==> config.mk <==
export PLATFORM = sky130hd
export DESIGN_NAME = ctf_codec
export DESIGN_NICKNAME = d
export VERILOG_FILES = /design/src/include/ctf_pkg.sv /design/src/hw/ctf_bit_count.sv /design/src/hw/ctf_codec.sv
export VERILOG_INCLUDE_DIRS = /design/src /design/src/include
export SDC_FILE = /design/constraint.sdc
export NUM_CORES = 1
export LEC_CHECK = 0
export BUFFER_PORTS_ARGS = -buffer_cell sky130_fd_sc_hd__buf_2
export CAP_MARGIN = 10
export CORE_MARGIN = 2
export CORE_UTILIZATION = 61
export CTS_CLUSTER_SIZE = 16
export DETAILED_ROUTE_END_ITERATION = 16
export HOLD_SLACK_MARGIN = 0.12
export PLACE_DENSITY_LB_ADDON = 0.25
export SKIP_CTS_REPAIR_TIMING = 1
export SLEW_MARGIN = 15
export SYNTH_ARGS = -nofsm -noshare
export SYNTH_HDL_FRONTEND = slang
export SYNTH_SLANG_ARGS = --single-unit
==> constraint.sdc <==
create_clock -name pclk -period 9 [get_ports pclk]
set_clock_uncertainty 0.15 [all_clocks]
set_input_delay 0.9 -clock pclk [delete_from_list [all_inputs] [get_ports pclk]]
set_output_delay 0.9 -clock pclk [all_outputs]
set_load 0.01 [all_outputs]
==> src/include/ctf_defines.svh <==
// Constants of the contactless tunnel frame codec: frame layout, admin codes,
// register map and bit-count figures.
// Assumes inclusion by bare name from design files.
`ifndef CTF_DEFINES_SVH
`define CTF_DEFINES_SVH

// ----------------------------------------------------------------------------
// Tunnel command byte layout
// ----------------------------------------------------------------------------
`define CTF_PREFIX          3'b010
`define CTF_PREFIX_HI       7
`define CTF_PREFIX_LO       5
`define CTF_STRUCT_BIT      4
`define CTF_ADMIN_HI        3
`define CTF_ADMIN_LO        0

// ----------------------------------------------------------------------------
// Admin codes
// ----------------------------------------------------------------------------
`define CTF_ADM_NONE        4'h0
`define CTF_ADM_TYPE_A_SEL  4'h8
`define CTF_ADM_PASSIVE_FWD 4'h9
`define CTF_ADM_GOTO_INIT   4'h1
`define CTF_ADM_GOTO_HALT   4'h2

// ----------------------------------------------------------------------------
// Bit-count figures
// ----------------------------------------------------------------------------
`define CTF_BITS_PER_BYTE   16'h0008
`define CTF_BITS_PER_GROUP  16'h0009
`define CTF_ONE_BYTE_BITS   16'h0004

// ----------------------------------------------------------------------------
// Register map
// ----------------------------------------------------------------------------
`define CTF_ADDR_W          8
`define CTF_ADDR_CTRL       8'h00
`define CTF_ADDR_STATUS     8'h04
`define CTF_CTRL_EN         0
`define CTF_CTRL_STRUCT     1
`define CTF_CTRL_ADM_LO     2
`define CTF_CTRL_ADM_HI     5
`define CTF_ST_TX_BUSY      0
`define CTF_ST_RX_BUSY      1
`define CTF_ST_INIT         2
`define CTF_ST_HALT         3
`define CTF_ST_DROP         4
`define CTF_ST_BAD          5
`define CTF_ST_LEN_LO       8
`define CTF_ST_ADM_LO       16
`define CTF_ST_ADM_HI       19

`endif

==> src/include/ctf_pkg.sv <==
// Types of the contactless tunnel frame codec.
// Assumes nothing of its surroundings.
package ctf_pkg;

   // Builder of frames toward the card module.
   typedef enum logic [0:0] {
      BLD_COLLECT,
      BLD_SEND
   } ctf_bld_t;

   // Parser of frames from the card module.
   typedef enum logic [1:0] {
      CRD_HDR,
      CRD_PAY,
      CRD_SKIP,
      CRD_SEND
   } ctf_crd_t;

endpackage

==> src/hw/ctf_bit_count.sv <==
// Number of RF bits carried by a tunnel payload of a given byte length.
// Assumes the length never exceeds the payload limit of the codec.
`timescale 1ns/1ps
`include "ctf_defines.svh"

module ctf_bit_count #(
   parameter int LW = 5,
   parameter int BW = 8
) (
   // Payload description
   input  wire logic [LW-1:0] len,
   input  wire logic          byte_aligned,
   // Result
   output logic [BW-1:0]      bits
);

   logic [15:0] raw;
   logic [15:0] groups;

   always_comb begin
      groups = (16'(len) * `CTF_BITS_PER_BYTE) / `CTF_BITS_PER_GROUP;
      if (byte_aligned) begin
         raw = 16'(len) * `CTF_BITS_PER_BYTE;
      end else if (len == LW'(0)) begin
         raw = 16'h0000;
      end else if (len == LW'(1)) begin
         raw = `CTF_ONE_BYTE_BITS;
      end else begin
         raw = groups * `CTF_BITS_PER_GROUP;
      end
      bits = raw[BW-1:0];
   end

endmodule

==> src/hw/ctf_codec.sv <==
// Tunnel frame codec of the contactless front end, with an APB register slave.
// Assumes the RF core has stripped RF framing and runs anticollision itself,
// and that the link control layer delivers and accepts whole tunnel frames.
//
// How it works
// - RF framing is gone before tunnelling and re-added by the RF core.
// - error-detection bytes pass through the payload untouched.
// - type A anticollision stays in the RF core; no frames while disabled.
// - card supplies passive-mode init data; front end forwards with its code.
// - the payload carries RF data received or to be transmitted.
// - command bit 4 picks type A aligned (0) or byte aligned (1).
// - unused bits of the last type A byte are sent as zero.
// - byte aligned last byte holds one to eight bits from the LSB.
// - front-end admin codes are 0000 none, 1000 type A, 1001 passive.
// - the front end never sends a reserved admin code.
// - a payload is handled whatever admin code comes with it.
// - received codes are decoded with the card module's meanings.
// - RF frames longer than one tunnel payload are not tunnelled.
// - type A bits to RF: 0, 4, else eight per RF byte rounded down to a multiple of nine.
// - a card frame with payload goes out on RF; without, nothing.
`timescale 1ns/1ps
`include "ctf_defines.svh"

module ctf_codec #(
   parameter int MAX_PAYLOAD = 29,
   parameter int LW          = $clog2(MAX_PAYLOAD + 1),
   parameter int BW          = 8
) (
   // Clock and reset
   input  wire logic                  pclk,
   input  wire logic                  presetn,
   // APB slave
   input  wire logic [`CTF_ADDR_W-1:0] paddr,
   input  wire logic                  psel,
   input  wire logic                  penable,
   input  wire logic                  pwrite,
   input  wire logic [31:0]           pwdata,
   output logic [31:0]                prdata,
   output logic                       pready,
   output logic                       pslverr,
   // Received RF data, framing removed
   input  wire logic                  rf_rx_valid,
   input  wire logic [7:0]            rf_rx_data,
   input  wire logic                  rf_rx_last,
   input  wire logic [3:0]            rf_rx_nbits,
   output logic                       rf_rx_ready,
   // Tunnel frames toward the card module
   output logic                       lk_tx_valid,
   output logic [7:0]                 lk_tx_data,
   output logic                       lk_tx_last,
   input  wire logic                  lk_tx_ready,
   // Tunnel frames from the card module
   input  wire logic                  lk_rx_valid,
   input  wire logic [7:0]            lk_rx_data,
   input  wire logic                  lk_rx_last,
   output logic                       lk_rx_ready,
   // RF data to transmit
   output logic                       rf_tx_valid,
   output logic [7:0]                 rf_tx_data,
   output logic                       rf_tx_last,
   output logic [BW-1:0]              rf_tx_bits,
   input  wire logic                  rf_tx_ready,
   // RF protocol state requests
   output logic                       rf_goto_init,
   output logic                       rf_goto_halt
);

   // -------------------------------------------------------------------------
   // Functions
   // -------------------------------------------------------------------------
   function automatic logic [7:0] keep_low_bits(input logic [7:0] d, input logic [3:0] n);
      logic [7:0] m;
      m = 8'h00;
      for (int i = 0; i < 8; i++) begin
         m[i] = (i < n);
      end
      return d & m;
   endfunction

   function automatic logic [3:0] legal_admin(input logic [3:0] code);
      logic [3:0] r;
      r = `CTF_ADM_NONE;
      if (code == `CTF_ADM_TYPE_A_SEL || code == `CTF_ADM_PASSIVE_FWD) begin
         r = code;
      end
      return r;
   endfunction

   // -------------------------------------------------------------------------
   // State
   // -------------------------------------------------------------------------
   localparam logic [LW-1:0] MAXL = LW'(MAX_PAYLOAD);

   logic [7:0]         bbuf [MAX_PAYLOAD];
   logic [7:0]         cbuf [MAX_PAYLOAD];

   ctf_pkg::ctf_bld_t  bld_q, bld_d;
   logic [LW-1:0]      blen_q, blen_d, bidx_q, bidx_d;
   logic               bovf_q, bovf_d;
   logic               rrdy_q, rrdy_d;
   logic               tvld_q, tvld_d, tlast_q, tlast_d;
   logic [7:0]         tdat_q, tdat_d;
   logic               b_we;
   logic [7:0]         b_wd;
   logic               adm_clr;

   ctf_pkg::ctf_crd_t  crd_q, crd_d;
   logic [LW-1:0]      clen_q, clen_d, cidx_q, cidx_d;
   logic               covf_q, covf_d, cstr_q, cstr_d;
   logic [3:0]         cadm_q, cadm_d;
   logic               crdy_q, crdy_d;
   logic               xvld_q, xvld_d, xlast_q, xlast_d;
   logic [7:0]         xdat_q, xdat_d;
   logic [BW-1:0]      xbits_q, xbits_d, cbits;
   logic               c_we;
   logic               init_q, init_d, halt_q, halt_d;
   logic               drop_evt, bad_evt;

   logic               en_q, en_d, str_q, str_d;
   logic [3:0]         adm_q, adm_d;
   logic [3:0]         st_q, st_d;
   logic [31:0]        prdata_q, prdata_d;
   logic               pready_q, pready_d, pslverr_q, pslverr_d;

   // -------------------------------------------------------------------------
   // Frame builder toward the card module
   // -------------------------------------------------------------------------
   always_comb begin
      bld_d   = bld_q;
      blen_d  = blen_q;
      bidx_d  = bidx_q;
      bovf_d  = bovf_q;
      rrdy_d  = rrdy_q;
      tvld_d  = tvld_q;
      tdat_d  = tdat_q;
      tlast_d = tlast_q;
      b_we    = 1'b0;
      b_wd    = rf_rx_data;
      adm_clr = 1'b0;
      drop_evt = 1'b0;
      unique case (bld_q)
         ctf_pkg::BLD_COLLECT: begin
            rrdy_d = en_q;
            if (rf_rx_valid && rrdy_q) begin
               if (rf_rx_last) begin
                  b_wd = keep_low_bits(rf_rx_data, rf_rx_nbits);
               end
               if (blen_q == MAXL) begin
                  bovf_d = 1'b1;
               end else begin
                  b_we   = 1'b1;
                  blen_d = blen_q + LW'(1);
               end
               if (rf_rx_last) begin
                  if (bovf_d) begin
                     drop_evt = 1'b1;
                     blen_d   = '0;
                     bovf_d   = 1'b0;
                  end else begin
                     bld_d   = ctf_pkg::BLD_SEND;
                     rrdy_d  = 1'b0;
                     tvld_d  = 1'b1;
                     tdat_d  = {`CTF_PREFIX, str_q, legal_admin(adm_q)};
                     tlast_d = 1'b0;
                     bidx_d  = '0;
                     adm_clr = 1'b1;
                  end
               end
            end
         end
         ctf_pkg::BLD_SEND: begin
            rrdy_d = 1'b0;
            if (tvld_q && lk_tx_ready) begin
               if (tlast_q) begin
                  tvld_d  = 1'b0;
                  tlast_d = 1'b0;
                  blen_d  = '0;
                  bld_d   = ctf_pkg::BLD_COLLECT;
               end else begin
                  tdat_d  = bbuf[bidx_q];
                  tlast_d = (bidx_q == blen_q - LW'(1));
                  bidx_d  = bidx_q + LW'(1);
               end
            end
         end
      endcase
   end

   always_ff @(posedge pclk or negedge presetn) begin
      if (!presetn) begin
         bld_q   <= ctf_pkg::BLD_COLLECT;
         blen_q  <= '0;
         bidx_q  <= '0;
         bovf_q  <= 1'b0;
         rrdy_q  <= 1'b0;
         tvld_q  <= 1'b0;
         tdat_q  <= 8'h00;
         tlast_q <= 1'b0;
      end else begin
         bld_q   <= bld_d;
         blen_q  <= blen_d;
         bidx_q  <= bidx_d;
         bovf_q  <= bovf_d;
         rrdy_q  <= rrdy_d;
         tvld_q  <= tvld_d;
         tdat_q  <= tdat_d;
         tlast_q <= tlast_d;
      end
   end

   always_ff @(posedge pclk) begin
      if (b_we) begin
         bbuf[blen_q] <= b_wd;
      end
      if (c_we) begin
         cbuf[clen_q] <= lk_rx_data;
      end
   end

   // -------------------------------------------------------------------------
   // Frame parser from the card module
   // -------------------------------------------------------------------------
   ctf_bit_count #(
      .LW (LW),
      .BW (BW)
   ) u_bit_count (
      .len          (clen_d),
      .byte_aligned (cstr_d),
      .bits         (cbits)
   );

   always_comb begin
      crd_d   = crd_q;
      clen_d  = clen_q;
      cidx_d  = cidx_q;
      covf_d  = covf_q;
      cstr_d  = cstr_q;
      cadm_d  = cadm_q;
      crdy_d  = crdy_q;
      xvld_d  = xvld_q;
      xdat_d  = xdat_q;
      xlast_d = xlast_q;
      xbits_d = xbits_q;
      c_we    = 1'b0;
      init_d  = 1'b0;
      halt_d  = 1'b0;
      bad_evt = 1'b0;
      unique case (crd_q)
         ctf_pkg::CRD_HDR, ctf_pkg::CRD_PAY, ctf_pkg::CRD_SKIP: begin
            crdy_d = en_q;
            if (lk_rx_valid && crdy_q) begin
               if (crd_q == ctf_pkg::CRD_HDR) begin
                  if (lk_rx_data[`CTF_PREFIX_HI:`CTF_PREFIX_LO] != `CTF_PREFIX) begin
                     bad_evt = 1'b1;
                     crd_d   = lk_rx_last ? ctf_pkg::CRD_HDR : ctf_pkg::CRD_SKIP;
                  end else begin
                     cstr_d = lk_rx_data[`CTF_STRUCT_BIT];
                     cadm_d = lk_rx_data[`CTF_ADMIN_HI:`CTF_ADMIN_LO];
                     clen_d = '0;
                     covf_d = 1'b0;
                     crd_d  = ctf_pkg::CRD_PAY;
                  end
               end else if (crd_q == ctf_pkg::CRD_PAY) begin
                  if (clen_q == MAXL) begin
                     covf_d = 1'b1;
                  end else begin
                     c_we   = 1'b1;
                     clen_d = clen_q + LW'(1);
                  end
               end
               if (lk_rx_last && crd_d != ctf_pkg::CRD_SKIP && !bad_evt) begin
                  init_d = (cadm_d == `CTF_ADM_GOTO_INIT);
                  halt_d = (cadm_d == `CTF_ADM_GOTO_HALT);
                  crd_d  = ctf_pkg::CRD_HDR;
                  if (covf_d) begin
                     clen_d = '0;
                  end else if (clen_d != '0) begin
                     crd_d   = ctf_pkg::CRD_SEND;
                     crdy_d  = 1'b0;
                     xvld_d  = 1'b1;
                     xdat_d  = (crd_q == ctf_pkg::CRD_PAY && clen_q == '0) ? lk_rx_data : cbuf[0];
                     xlast_d = (clen_d == LW'(1));
                     xbits_d = cbits;
                     cidx_d  = LW'(1);
                  end
               end else if (lk_rx_last) begin
                  crd_d = ctf_pkg::CRD_HDR;
               end
            end
         end
         ctf_pkg::CRD_SEND: begin
            crdy_d = 1'b0;
            if (xvld_q && rf_tx_ready) begin
               if (xlast_q) begin
                  xvld_d  = 1'b0;
                  xlast_d = 1'b0;
                  crd_d   = ctf_pkg::CRD_HDR;
               end else begin
                  xdat_d  = cbuf[cidx_q];
                  xlast_d = (cidx_q == clen_q - LW'(1));
                  cidx_d  = cidx_q + LW'(1);
               end
            end
         end
      endcase
   end

   always_ff @(posedge pclk or negedge presetn) begin
      if (!presetn) begin
         crd_q   <= ctf_pkg::CRD_HDR;
         clen_q  <= '0;
         cidx_q  <= '0;
         covf_q  <= 1'b0;
         cstr_q  <= 1'b0;
         cadm_q  <= `CTF_ADM_NONE;
         crdy_q  <= 1'b0;
         xvld_q  <= 1'b0;
         xdat_q  <= 8'h00;
         xlast_q <= 1'b0;
         xbits_q <= '0;
         init_q  <= 1'b0;
         halt_q  <= 1'b0;
      end else begin
         crd_q   <= crd_d;
         clen_q  <= clen_d;
         cidx_q  <= cidx_d;
         covf_q  <= covf_d;
         cstr_q  <= cstr_d;
         cadm_q  <= cadm_d;
         crdy_q  <= crdy_d;
         xvld_q  <= xvld_d;
         xdat_q  <= xdat_d;
         xlast_q <= xlast_d;
         xbits_q <= xbits_d;
         init_q  <= init_d;
         halt_q  <= halt_d;
      end
   end

   // -------------------------------------------------------------------------
   // APB registers
   // -------------------------------------------------------------------------
   always_comb begin
      logic acc_done;
      logic hit_ctrl;
      logic hit_st;
      acc_done  = psel && penable && pready_q;
      hit_ctrl  = (paddr == `CTF_ADDR_CTRL);
      hit_st    = (paddr == `CTF_ADDR_STATUS);
      en_d      = en_q;
      str_d     = str_q;
      adm_d     = adm_clr ? `CTF_ADM_NONE : adm_q;
      st_d      = st_q;
      pready_d  = psel && penable && !pready_q;
      prdata_d  = 32'h0000_0000;
      pslverr_d = 1'b0;
      if (acc_done && pwrite && hit_ctrl) begin
         en_d  = pwdata[`CTF_CTRL_EN];
         str_d = pwdata[`CTF_CTRL_STRUCT];
         adm_d = pwdata[`CTF_CTRL_ADM_HI:`CTF_CTRL_ADM_LO];
      end
      if (acc_done && pwrite && hit_st) begin
         st_d = st_q & ~pwdata[`CTF_ST_BAD:`CTF_ST_INIT];
      end
      st_d = st_d | {bad_evt, drop_evt, halt_d, init_d};
      if (pready_d) begin
         pslverr_d = !(hit_ctrl || hit_st);
         if (hit_ctrl) begin
            prdata_d[`CTF_CTRL_EN]                      = en_q;
            prdata_d[`CTF_CTRL_STRUCT]                  = str_q;
            prdata_d[`CTF_CTRL_ADM_HI:`CTF_CTRL_ADM_LO] = adm_q;
         end
         if (hit_st) begin
            prdata_d[`CTF_ST_TX_BUSY]                 = (bld_q == ctf_pkg::BLD_SEND);
            prdata_d[`CTF_ST_RX_BUSY]                 = (crd_q != ctf_pkg::CRD_HDR);
            prdata_d[`CTF_ST_BAD:`CTF_ST_INIT]        = st_q;
            prdata_d[`CTF_ST_LEN_LO +: LW]            = clen_q;
            prdata_d[`CTF_ST_ADM_HI:`CTF_ST_ADM_LO]   = cadm_q;
         end
      end
   end

   always_ff @(posedge pclk or negedge presetn) begin
      if (!presetn) begin
         en_q      <= 1'b0;
         str_q     <= 1'b0;
         adm_q     <= `CTF_ADM_NONE;
         st_q      <= 4'h0;
         pready_q  <= 1'b0;
         prdata_q  <= 32'h0000_0000;
         pslverr_q <= 1'b0;
      end else begin
         en_q      <= en_d;
         str_q     <= str_d;
         adm_q     <= adm_d;
         st_q      <= st_d;
         pready_q  <= pready_d;
         prdata_q  <= prdata_d;
         pslverr_q <= pslverr_d;
      end
   end

   // -------------------------------------------------------------------------
   // Outputs
   // -------------------------------------------------------------------------
   assign prdata       = prdata_q;
   assign pready       = pready_q;
   assign pslverr      = pslverr_q;
   assign rf_rx_ready  = rrdy_q;
   assign lk_tx_valid  = tvld_q;
   assign lk_tx_data   = tdat_q;
   assign lk_tx_last   = tlast_q;
   assign lk_rx_ready  = crdy_q;
   assign rf_tx_valid  = xvld_q;
   assign rf_tx_data   = xdat_q;
   assign rf_tx_last   = xlast_q;
   assign rf_tx_bits   = xbits_q;
   assign rf_goto_init = init_q;
   assign rf_goto_halt = halt_q;

endmodule

# Yosys cells after proc, flatten, opt, wreduce, memory -nomap -nowiden
# Memories as Yosys holds them, arrays and structs flattened.
# Index checks and enable logic that the tools add are counted.
[word_totals] register_bits=89 latch_bits=0 mem_bits_rw=464 rom_bits=0 inputBits=71 out_inout_bits=66 mem_count=2
[mem_list] memory="bbuf" words=29 width=8 rd=1 rd_ports_with_merged_regs=0 wr=1 line="ctf_codec.sv:94" rtl="logic [7:0] bbuf [MAX_PAYLOAD];"
[mem_list] memory="cbuf" words=29 width=8 rd=2 rd_ports_with_merged_regs=0 wr=1 line="ctf_codec.sv:95" rtl="logic [7:0] cbuf [MAX_PAYLOAD];"
[op_classes] add_sub_neg=6 n_mul=1 div=1 magnitude_cmp=8 n_eq_ne=29 shifts=0 muxes=163 bitwise=6 reduce_logical=37
[op_table] op="2-to-1 mux 5 bit" count=29
[op_table] op="2-to-1 mux 8 bit" count=18
[op_table] op="2-to-1 mux 1 bit" count=78
[op_table] op="2-to-1 mux 4 bit" count=10
[op_table] op="one-hot mux 8 bit (2 select lines)" count=2
[op_table] op="one-hot mux 5 bit (2 select lines)" count=3
[op_table] op="2-to-1 mux 2 bit" count=12
[op_table] op="inequality test 2 bit (second input constant)" count=12
[op_table] op="adder 5 x 1 -> 5 bit (second input constant)" count=4
[op_table] op="AND reduction 5 bit" count=4
[op_table] op="2-to-1 mux 6 bit" count=3
[op_table] op="divider 8 x 4 -> 16 bit (second input constant)" count=1
[op_table] op="< comparator 3 x 4 -> 1 bit (first input constant)" count=4
[op_table] op="multiplier 16 x 4 -> 8 bit (second input constant)" count=1
[op_table] op="one-hot mux 1 bit (2 select lines)" count=7
[op_table] op="logical AND 1 bit" count=13
[op_table] op="AND reduction 6 bit" count=2
[op_table] op="equality test 5 x 1 -> 1 bit (second input constant)" count=2
[op_table] op="equality test 5 bit" count=2
[op_table] op="equality test 5 bit (second input constant)" count=2
[op_table] op="zero test 5 bit" count=2
[op_table] op="subtractor 5 x 1 -> 5 bit (second input constant)" count=2
[op_table] op="AND 8 bit" count=1
[op_table] op="equality test 4 bit (second input constant)" count=2
[op_table] op="24 further kinds" count=35

# Longest topological paths before layout
[depth] word_depth=16 depth_mapped=37

# Modules after synthesis
# A second synthesis with hierarchy kept.
[hier_totals] cells_unflattened=1549 hier_area_um2=24383.4
[modules_own_cells] mod="ctf_codec" instances=1 cells_each=1347 area_per_inst_um2=22876.9
[modules_own_cells] mod="ctf_bit_count" instances=1 cells_each=202 area_per_inst_um2=1506.4

# Least setup slack after synthesis
# OpenSTA, ideal clock, no wires.
[synth_timing] path_kind="input -> register" startpoint="input port lk_rx_data[5]" endpoint="register xbits_q[5] (netlist: rf_tx_bits[5])" setup_time_ps=132 t_arrival_ps=6768 path_slack_ps=1950 stages=32 cell_sequence="or4b_4 -> a21boi_4 -> o22ai_2 -> a22oi_2 -> inv_2 -> ha_1 -> inv_1 -> o21ai_0 -> o211ai_2 -> xnor2_1 -> ha_1 -> inv_1 -> o21ai_1 -> a211oi_1 -> o21a_1 -> buf_6 -> a22oi_1 -> nand2_1 -> and2_1 -> clkbuf_1 -> ha_1 -> inv_1 -> o211ai_1 -> a2111o_1 -> or2_1 -> ha_1 -> ha_1 -> inv_1 -> fa_1 -> nor2_1 -> a211oi_1 -> a21oi_1"
[synth_between] elab_chain_cells=16
[synth_lines] item="start: declaration" line="ctf_codec.sv:54" rtl="input wire logic [7:0] lk_rx_data,"
[synth_lines] item="inequality test 3 x 2 -> 1 bit (no source line) (*)"
[synth_lines] item="2-to-1 mux 2 bit" line="ctf_codec.sv:253" rtl="if (lk_rx_data[`CTF_PREFIX_HI:`CTF_PREFIX_LO] != `CTF_PREFIX) begin"
[synth_lines] item="2-to-1 mux 2 bit" line="ctf_codec.sv:252" rtl="if (crd_q == ctf_pkg::CRD_HDR) begin"
[synth_lines] item="2-to-1 mux 2 bit" line="ctf_codec.sv:251" rtl="if (lk_rx_valid && crdy_q) begin"
[synth_lines] item="2-to-1 mux 2 bit" line="ctf_codec.sv:248" rtl="unique case (crd_q)"
[synth_lines] item="inequality test 2 bit" line="ctf_codec.sv:271" rtl="if (lk_rx_last && crd_d != ctf_pkg::CRD_SKIP && !bad_evt) begin"
[synth_lines] item="logical AND 1 bit (2 in a row)" line="ctf_codec.sv:271"
[synth_lines] item="2-to-1 mux 5 bit (*)" line="ctf_codec.sv:271"
[synth_lines] item="2-to-1 mux 5 bit (*)" line="ctf_codec.sv:251"
[synth_lines] item="2-to-1 mux 5 bit (*)" line="ctf_codec.sv:248"
[synth_lines] item="net clen_d[1]" line="ctf_codec.sv:108" rtl="logic [LW-1:0] clen_q, clen_d, cidx_q, cidx_d;"
[synth_lines] item="divider 8 x 4 -> 16 bit (no source line)"
[synth_lines] item="multiplier 16 x 4 -> 8 bit (no source line)"
[synth_lines] item="2-to-1 mux 8 bit" line="ctf_bit_count.sv:26" rtl="end else if (len == LW'(1)) begin"
[synth_lines] item="2-to-1 mux 8 bit (*)" line="ctf_bit_count.sv:24" rtl="end else if (len == LW'(0)) begin"
[synth_lines] item="2-to-1 mux 8 bit (*)" line="ctf_bit_count.sv:22" rtl="if (byte_aligned) begin"
[synth_lines] item="end signal: assignment" line="ctf_codec.sv:334" rtl="xbits_q <= xbits_d;"
[synth_lines] item="end: declaration" line="ctf_codec.sv:114" rtl="logic [BW-1:0] xbits_q, xbits_d, cbits;"
# The timed path passes the listed nets; every way through them passes the cells marked *. The select of a mux whose other input is x is not followed.
# A chain may end at the register's enable or synchronous reset.

# Worst setup path in the final report
[layout_timing] startpoint="register clen_q[1]" endpoint="register xbits_q[5] (netlist: rf_tx_bits[5])"
[layout_between] elab_chain_cells=15
[layout_lines] item="start: declaration" line="ctf_codec.sv:108"
[layout_lines] item="start signal: assignment" line="ctf_codec.sv:325" rtl="clen_q <= clen_d;"
[layout_lines] item="adder 5 x 1 -> 5 bit or equality test 5 bit (tied branches)" line="ctf_codec.sv:268, ctf_codec.sv:264"
[layout_lines] item="2-to-1 mux 5 bit or 2-to-1 mux 1 bit (tied branches)" line="ctf_codec.sv:264" rtl="if (clen_q == MAXL) begin"
[layout_lines] item="2-to-1 mux 5 bit or 2-to-1 mux 1 bit (tied branches)" line="ctf_codec.sv:263" rtl="end else if (crd_q == ctf_pkg::CRD_PAY) begin"
[layout_lines] item="2-to-1 mux 5 bit or 2-to-1 mux 1 bit (tied branches)" line="ctf_codec.sv:252"
[layout_lines] item="2-to-1 mux 5 bit or 2-to-1 mux 1 bit (tied branches)" line="ctf_codec.sv:251"
[layout_lines] item="2-to-1 mux 5 bit or 2-to-1 mux 1 bit (tied branches)" line="ctf_codec.sv:248"
[layout_lines] item="2-to-1 mux 5 bit" line="ctf_codec.sv:275" rtl="if (covf_d) begin"
[layout_lines] item="2-to-1 mux 5 bit" line="ctf_codec.sv:271"
[layout_lines] item="2-to-1 mux 5 bit" line="ctf_codec.sv:251"
[layout_lines] item="2-to-1 mux 5 bit (*)" line="ctf_codec.sv:248"
[layout_lines] item="net clen_d[1]" line="ctf_codec.sv:108"
[layout_lines] item="divider 8 x 4 -> 16 bit (no source line)"
[layout_lines] item="multiplier 16 x 4 -> 8 bit (no source line)"
[layout_lines] item="2-to-1 mux 8 bit" line="ctf_bit_count.sv:26"
[layout_lines] item="2-to-1 mux 8 bit (*)" line="ctf_bit_count.sv:24"
[layout_lines] item="2-to-1 mux 8 bit (*)" line="ctf_bit_count.sv:22"
# Marked as above.

==> flow_summary.toml <==
[synthesis]
yosys-top-cells-count = "edfxtp_1, mux4_2, nor2_1, nand2_1, dfrtp_1"
synth_cell_type_count = 91
yosysTopAreaCellShare = 0.583
ys_seq_elements = 553
syn_area_sq_um = 23900
yosys.cell_count.top_type = "edfxtp_1"
async_reset_ff_frac = 0.161
synth_edf_count = 464
yosysSeqAreaShare = 0.676
synthCells = 1433
syn_avg_cell_area_sq_um = 16.7
ys_warn_count = 0
synthFlopType = "edfxtp_1"
synth_area_leaders = "edfxtp_1, mux4_2, dfrtp_1"
synth_area_leader_cell = "edfxtp_1"

[global_routing]
grt_max_degree = 61
antenna_found_initial = 0
grt_pass1_wl_microns = 81100
grt_overflow = 0
grt_use_total = 0.268
first_global_vias = 13366

[clocking]
path_clk_slew_ns = 0.06
clk_latency_ns = 0.60
cts_tree = "done"
clock_sinks = 553
h-tree-depth = 2
clock_path_buffers = 3
root_buffer = "clkbuf_16"
cts_made_buffers = 52

[routing]
drt-initial-drc-count = 1292
detail_route.wl_per_cell_microns = 25.6
first_pass_iters = 5
vias = 13367
drt-total-wl_microns = 53600
routed_via_density = 6.39
ant_nets = 0
route.detailed.drc = 0

[pwr]
p_int_w = 0.00405
clkPwrFrac = 0.415
peakVddDrop_v = 0.000268
p_sw_frac = 0.209
power_frac_comb = 0.039
seqPwrFrac = 0.546
p_per_area_nw_per_um2 = 193
p_leak_nw = 9.00
p_switching_w = 0.00107

[place]
place_congestion = 0.892
hpwlAfterDp_microns = 33600
port_buffers = 93
pre_cts_ws_ns = 0.534
numPlacedInstances = 1999

[critical_path]
cp_num_buf_inv = 6
crit_type = "reg2reg"
max_stage_delay_ns = 0.41
crit_slowest_cell = "o211ai_2"
reg2reg_from = "clen_q[1]"
r2r-end = "rf_tx_bits[5]"
r2r_cells = 35
critical_path_required_ns = 9.36
path_max_fanout = 12
crit_top_cell = "ha_1"
endpoint_kind = "flop"
crit_arrival_ns = 8.49
rrSetupSlack_ns = 0.87
start_kind = "flop"
path_delay_family = "compound AO/OA/AOI/OAI gates"

[status]
status = "complete, no violations"

[sta]
rsz0062_at_grt = "no"
fmax_mhz = 123
timing.final.ws_setup_ns = 0.868
slew_violations = 0
relSlewSlack = 0.282
setup_viol = 0
period_minus_slack_ns = 8.13
fin_tns_setup_ns = 0
hold_viol = 0
worst_slew_pin_slew_ns = 1.07
post-route-period-util = 0.904

[cells_and_area]
antenna_cells = 0
syn2layout_area_growth_pct = 11.0
fill_cells = 2456
fin_nets = 1630
drive_gt1_frac = 0.254
instances_no_fill = 2092

[die]
initial_core_util = 0.618
std_cell_rows = 72
core_sq_um = 38600
die_area_sq_um = 40800
num_io_pins = 137
die_height_microns = 202
die_w_microns = 202

[job]
max_cap_viol_count = 0

[worst_hold_path]
hp-class = "in2async"
[worst max path at each step]
stage | startpoint | to | slack [ns] | cells past startpoint
final | clen_q[1] | rf_tx_bits[5] | 0.87 | 35
after global routing | clen_q[1] | rf_tx_bits[5] | 0.18 | 35
after CTS | clen_q[1] | rf_tx_bits[5] | 0.96 | 35
after detailed placement | lk_rx_data[6] | rf_tx_bits[5] | 0.53 | 33
after global placement | lk_rx_data[6] | rf_tx_bits[5] | 0.59 | 33
after floorplan | lk_rx_data[5] | rf_tx_bits[5] | 1.95 | 32
[state kept, by name, summed over array words and instances, names as in the netlist, 2 cells and up]
name / count
rf_tx_bits: 8
cadm_q: 4
blen_q: 5
bbuf: 232
adm_q: 4
bidx_q: 5
cbuf: 232
st_q: 4
cidx_q: 5
lk_tx_data: 8
rf_tx_data: 8
prdata: 15
crd_q: 2
clen_q: 5
[area by class of cell]
type	instances	area [sq um]	area share
Clock inverter	27	226	0.00854
Clock buffer	66	1410	0.0530
Inverter	30	113	0.00425
Timing Repair Buffer	115	633	0.0239
Sequential cell	553	16200	0.610
Multi-Input combinational cell	783	7330	0.276
Tap cell	518	648	0.0244
[per-layer routing]
layer	global-route usage	routed length [microns]
met5	0	0
met4	0.100	1910
met3	0.0498	3890
met2	0.438	26900
met1	0.365	20900
[power by group through the flow]
stage          Sequential (W)  Combinational, W  Clock [W]
6_report              0.00280          0.000199    0.00213
5_1_grt               0.00280          0.000216    0.00225
4_1_cts               0.00280          0.000200    0.00215
3_5_place_dp          0.00285          0.000199          0
3_3_place_gp          0.00285          0.000193          0
2_1_floorplan         0.00284          0.000125          0
[layout by cell type, fill, tap and decap left out, drive strengths merged, types with 7 or more instances in the layout]
cell and count:
nand3 19, inv 34, ha 23, nand3b 15
and2 12, nor2 116, a31oi 9, mux4 144
a21boi 8, or2 9, buf 115, a211oi 19
conb 17, nand4 8, clkbuf 66, nor2b 12
nor3 17, clkinv 19, xnor2 19, o22ai 9
a21oi 33, mux2 17, a22oi 12, nand2 91
edfxtp 464, o21ai 57, mux2i 20, a21o 8
and3 7, dfrtp 89
[cell families (layout without fill, tap and decap cells)]
| logic type | count (synthesis) | after routing | synth area share |
|---|---|---|---|
| AO/OA/AOI/OAI | 208 | 208 | 0.0621 |
| XOR/XNOR | 25 | 25 | 0.00948 |
| adder cells (fa/ha/maj) | 24 | 24 | 0.0129 |
| buffers and inverters | 113 | 238 | 0.0213 |
| flip-flops | 553 | 553 | 0.676 |
| multiplexers | 181 | 181 | 0.152 |
| other | 1 | 17 | 0.000157 |
| AND/OR/NAND/NOR | 328 | 328 | 0.0655 |
[per-stage QoR]
| step | power (W) | util | hold slack, ns | area [sq um] |
|---|---|---|---|---|
| 2_1_floorplan | 0.00297 | - | 0.297 | 23900 |
| 3_3_place_gp | 0.00304 | 0.644 | 0.308 | 24900 |
| 3_5_place_dp | 0.00305 | 0.644 | 0.315 | 24900 |
| 4_1_cts | 0.00515 | 0.686 | 0.144 | 26500 |
| 5_1_grt | 0.00526 | 0.686 | 0.168 | 26500 |
| 6_report | 0.00512 | 0.686 | 0.143 | 26500 |
Note: power is estimated with default switching activity, not from simulation.
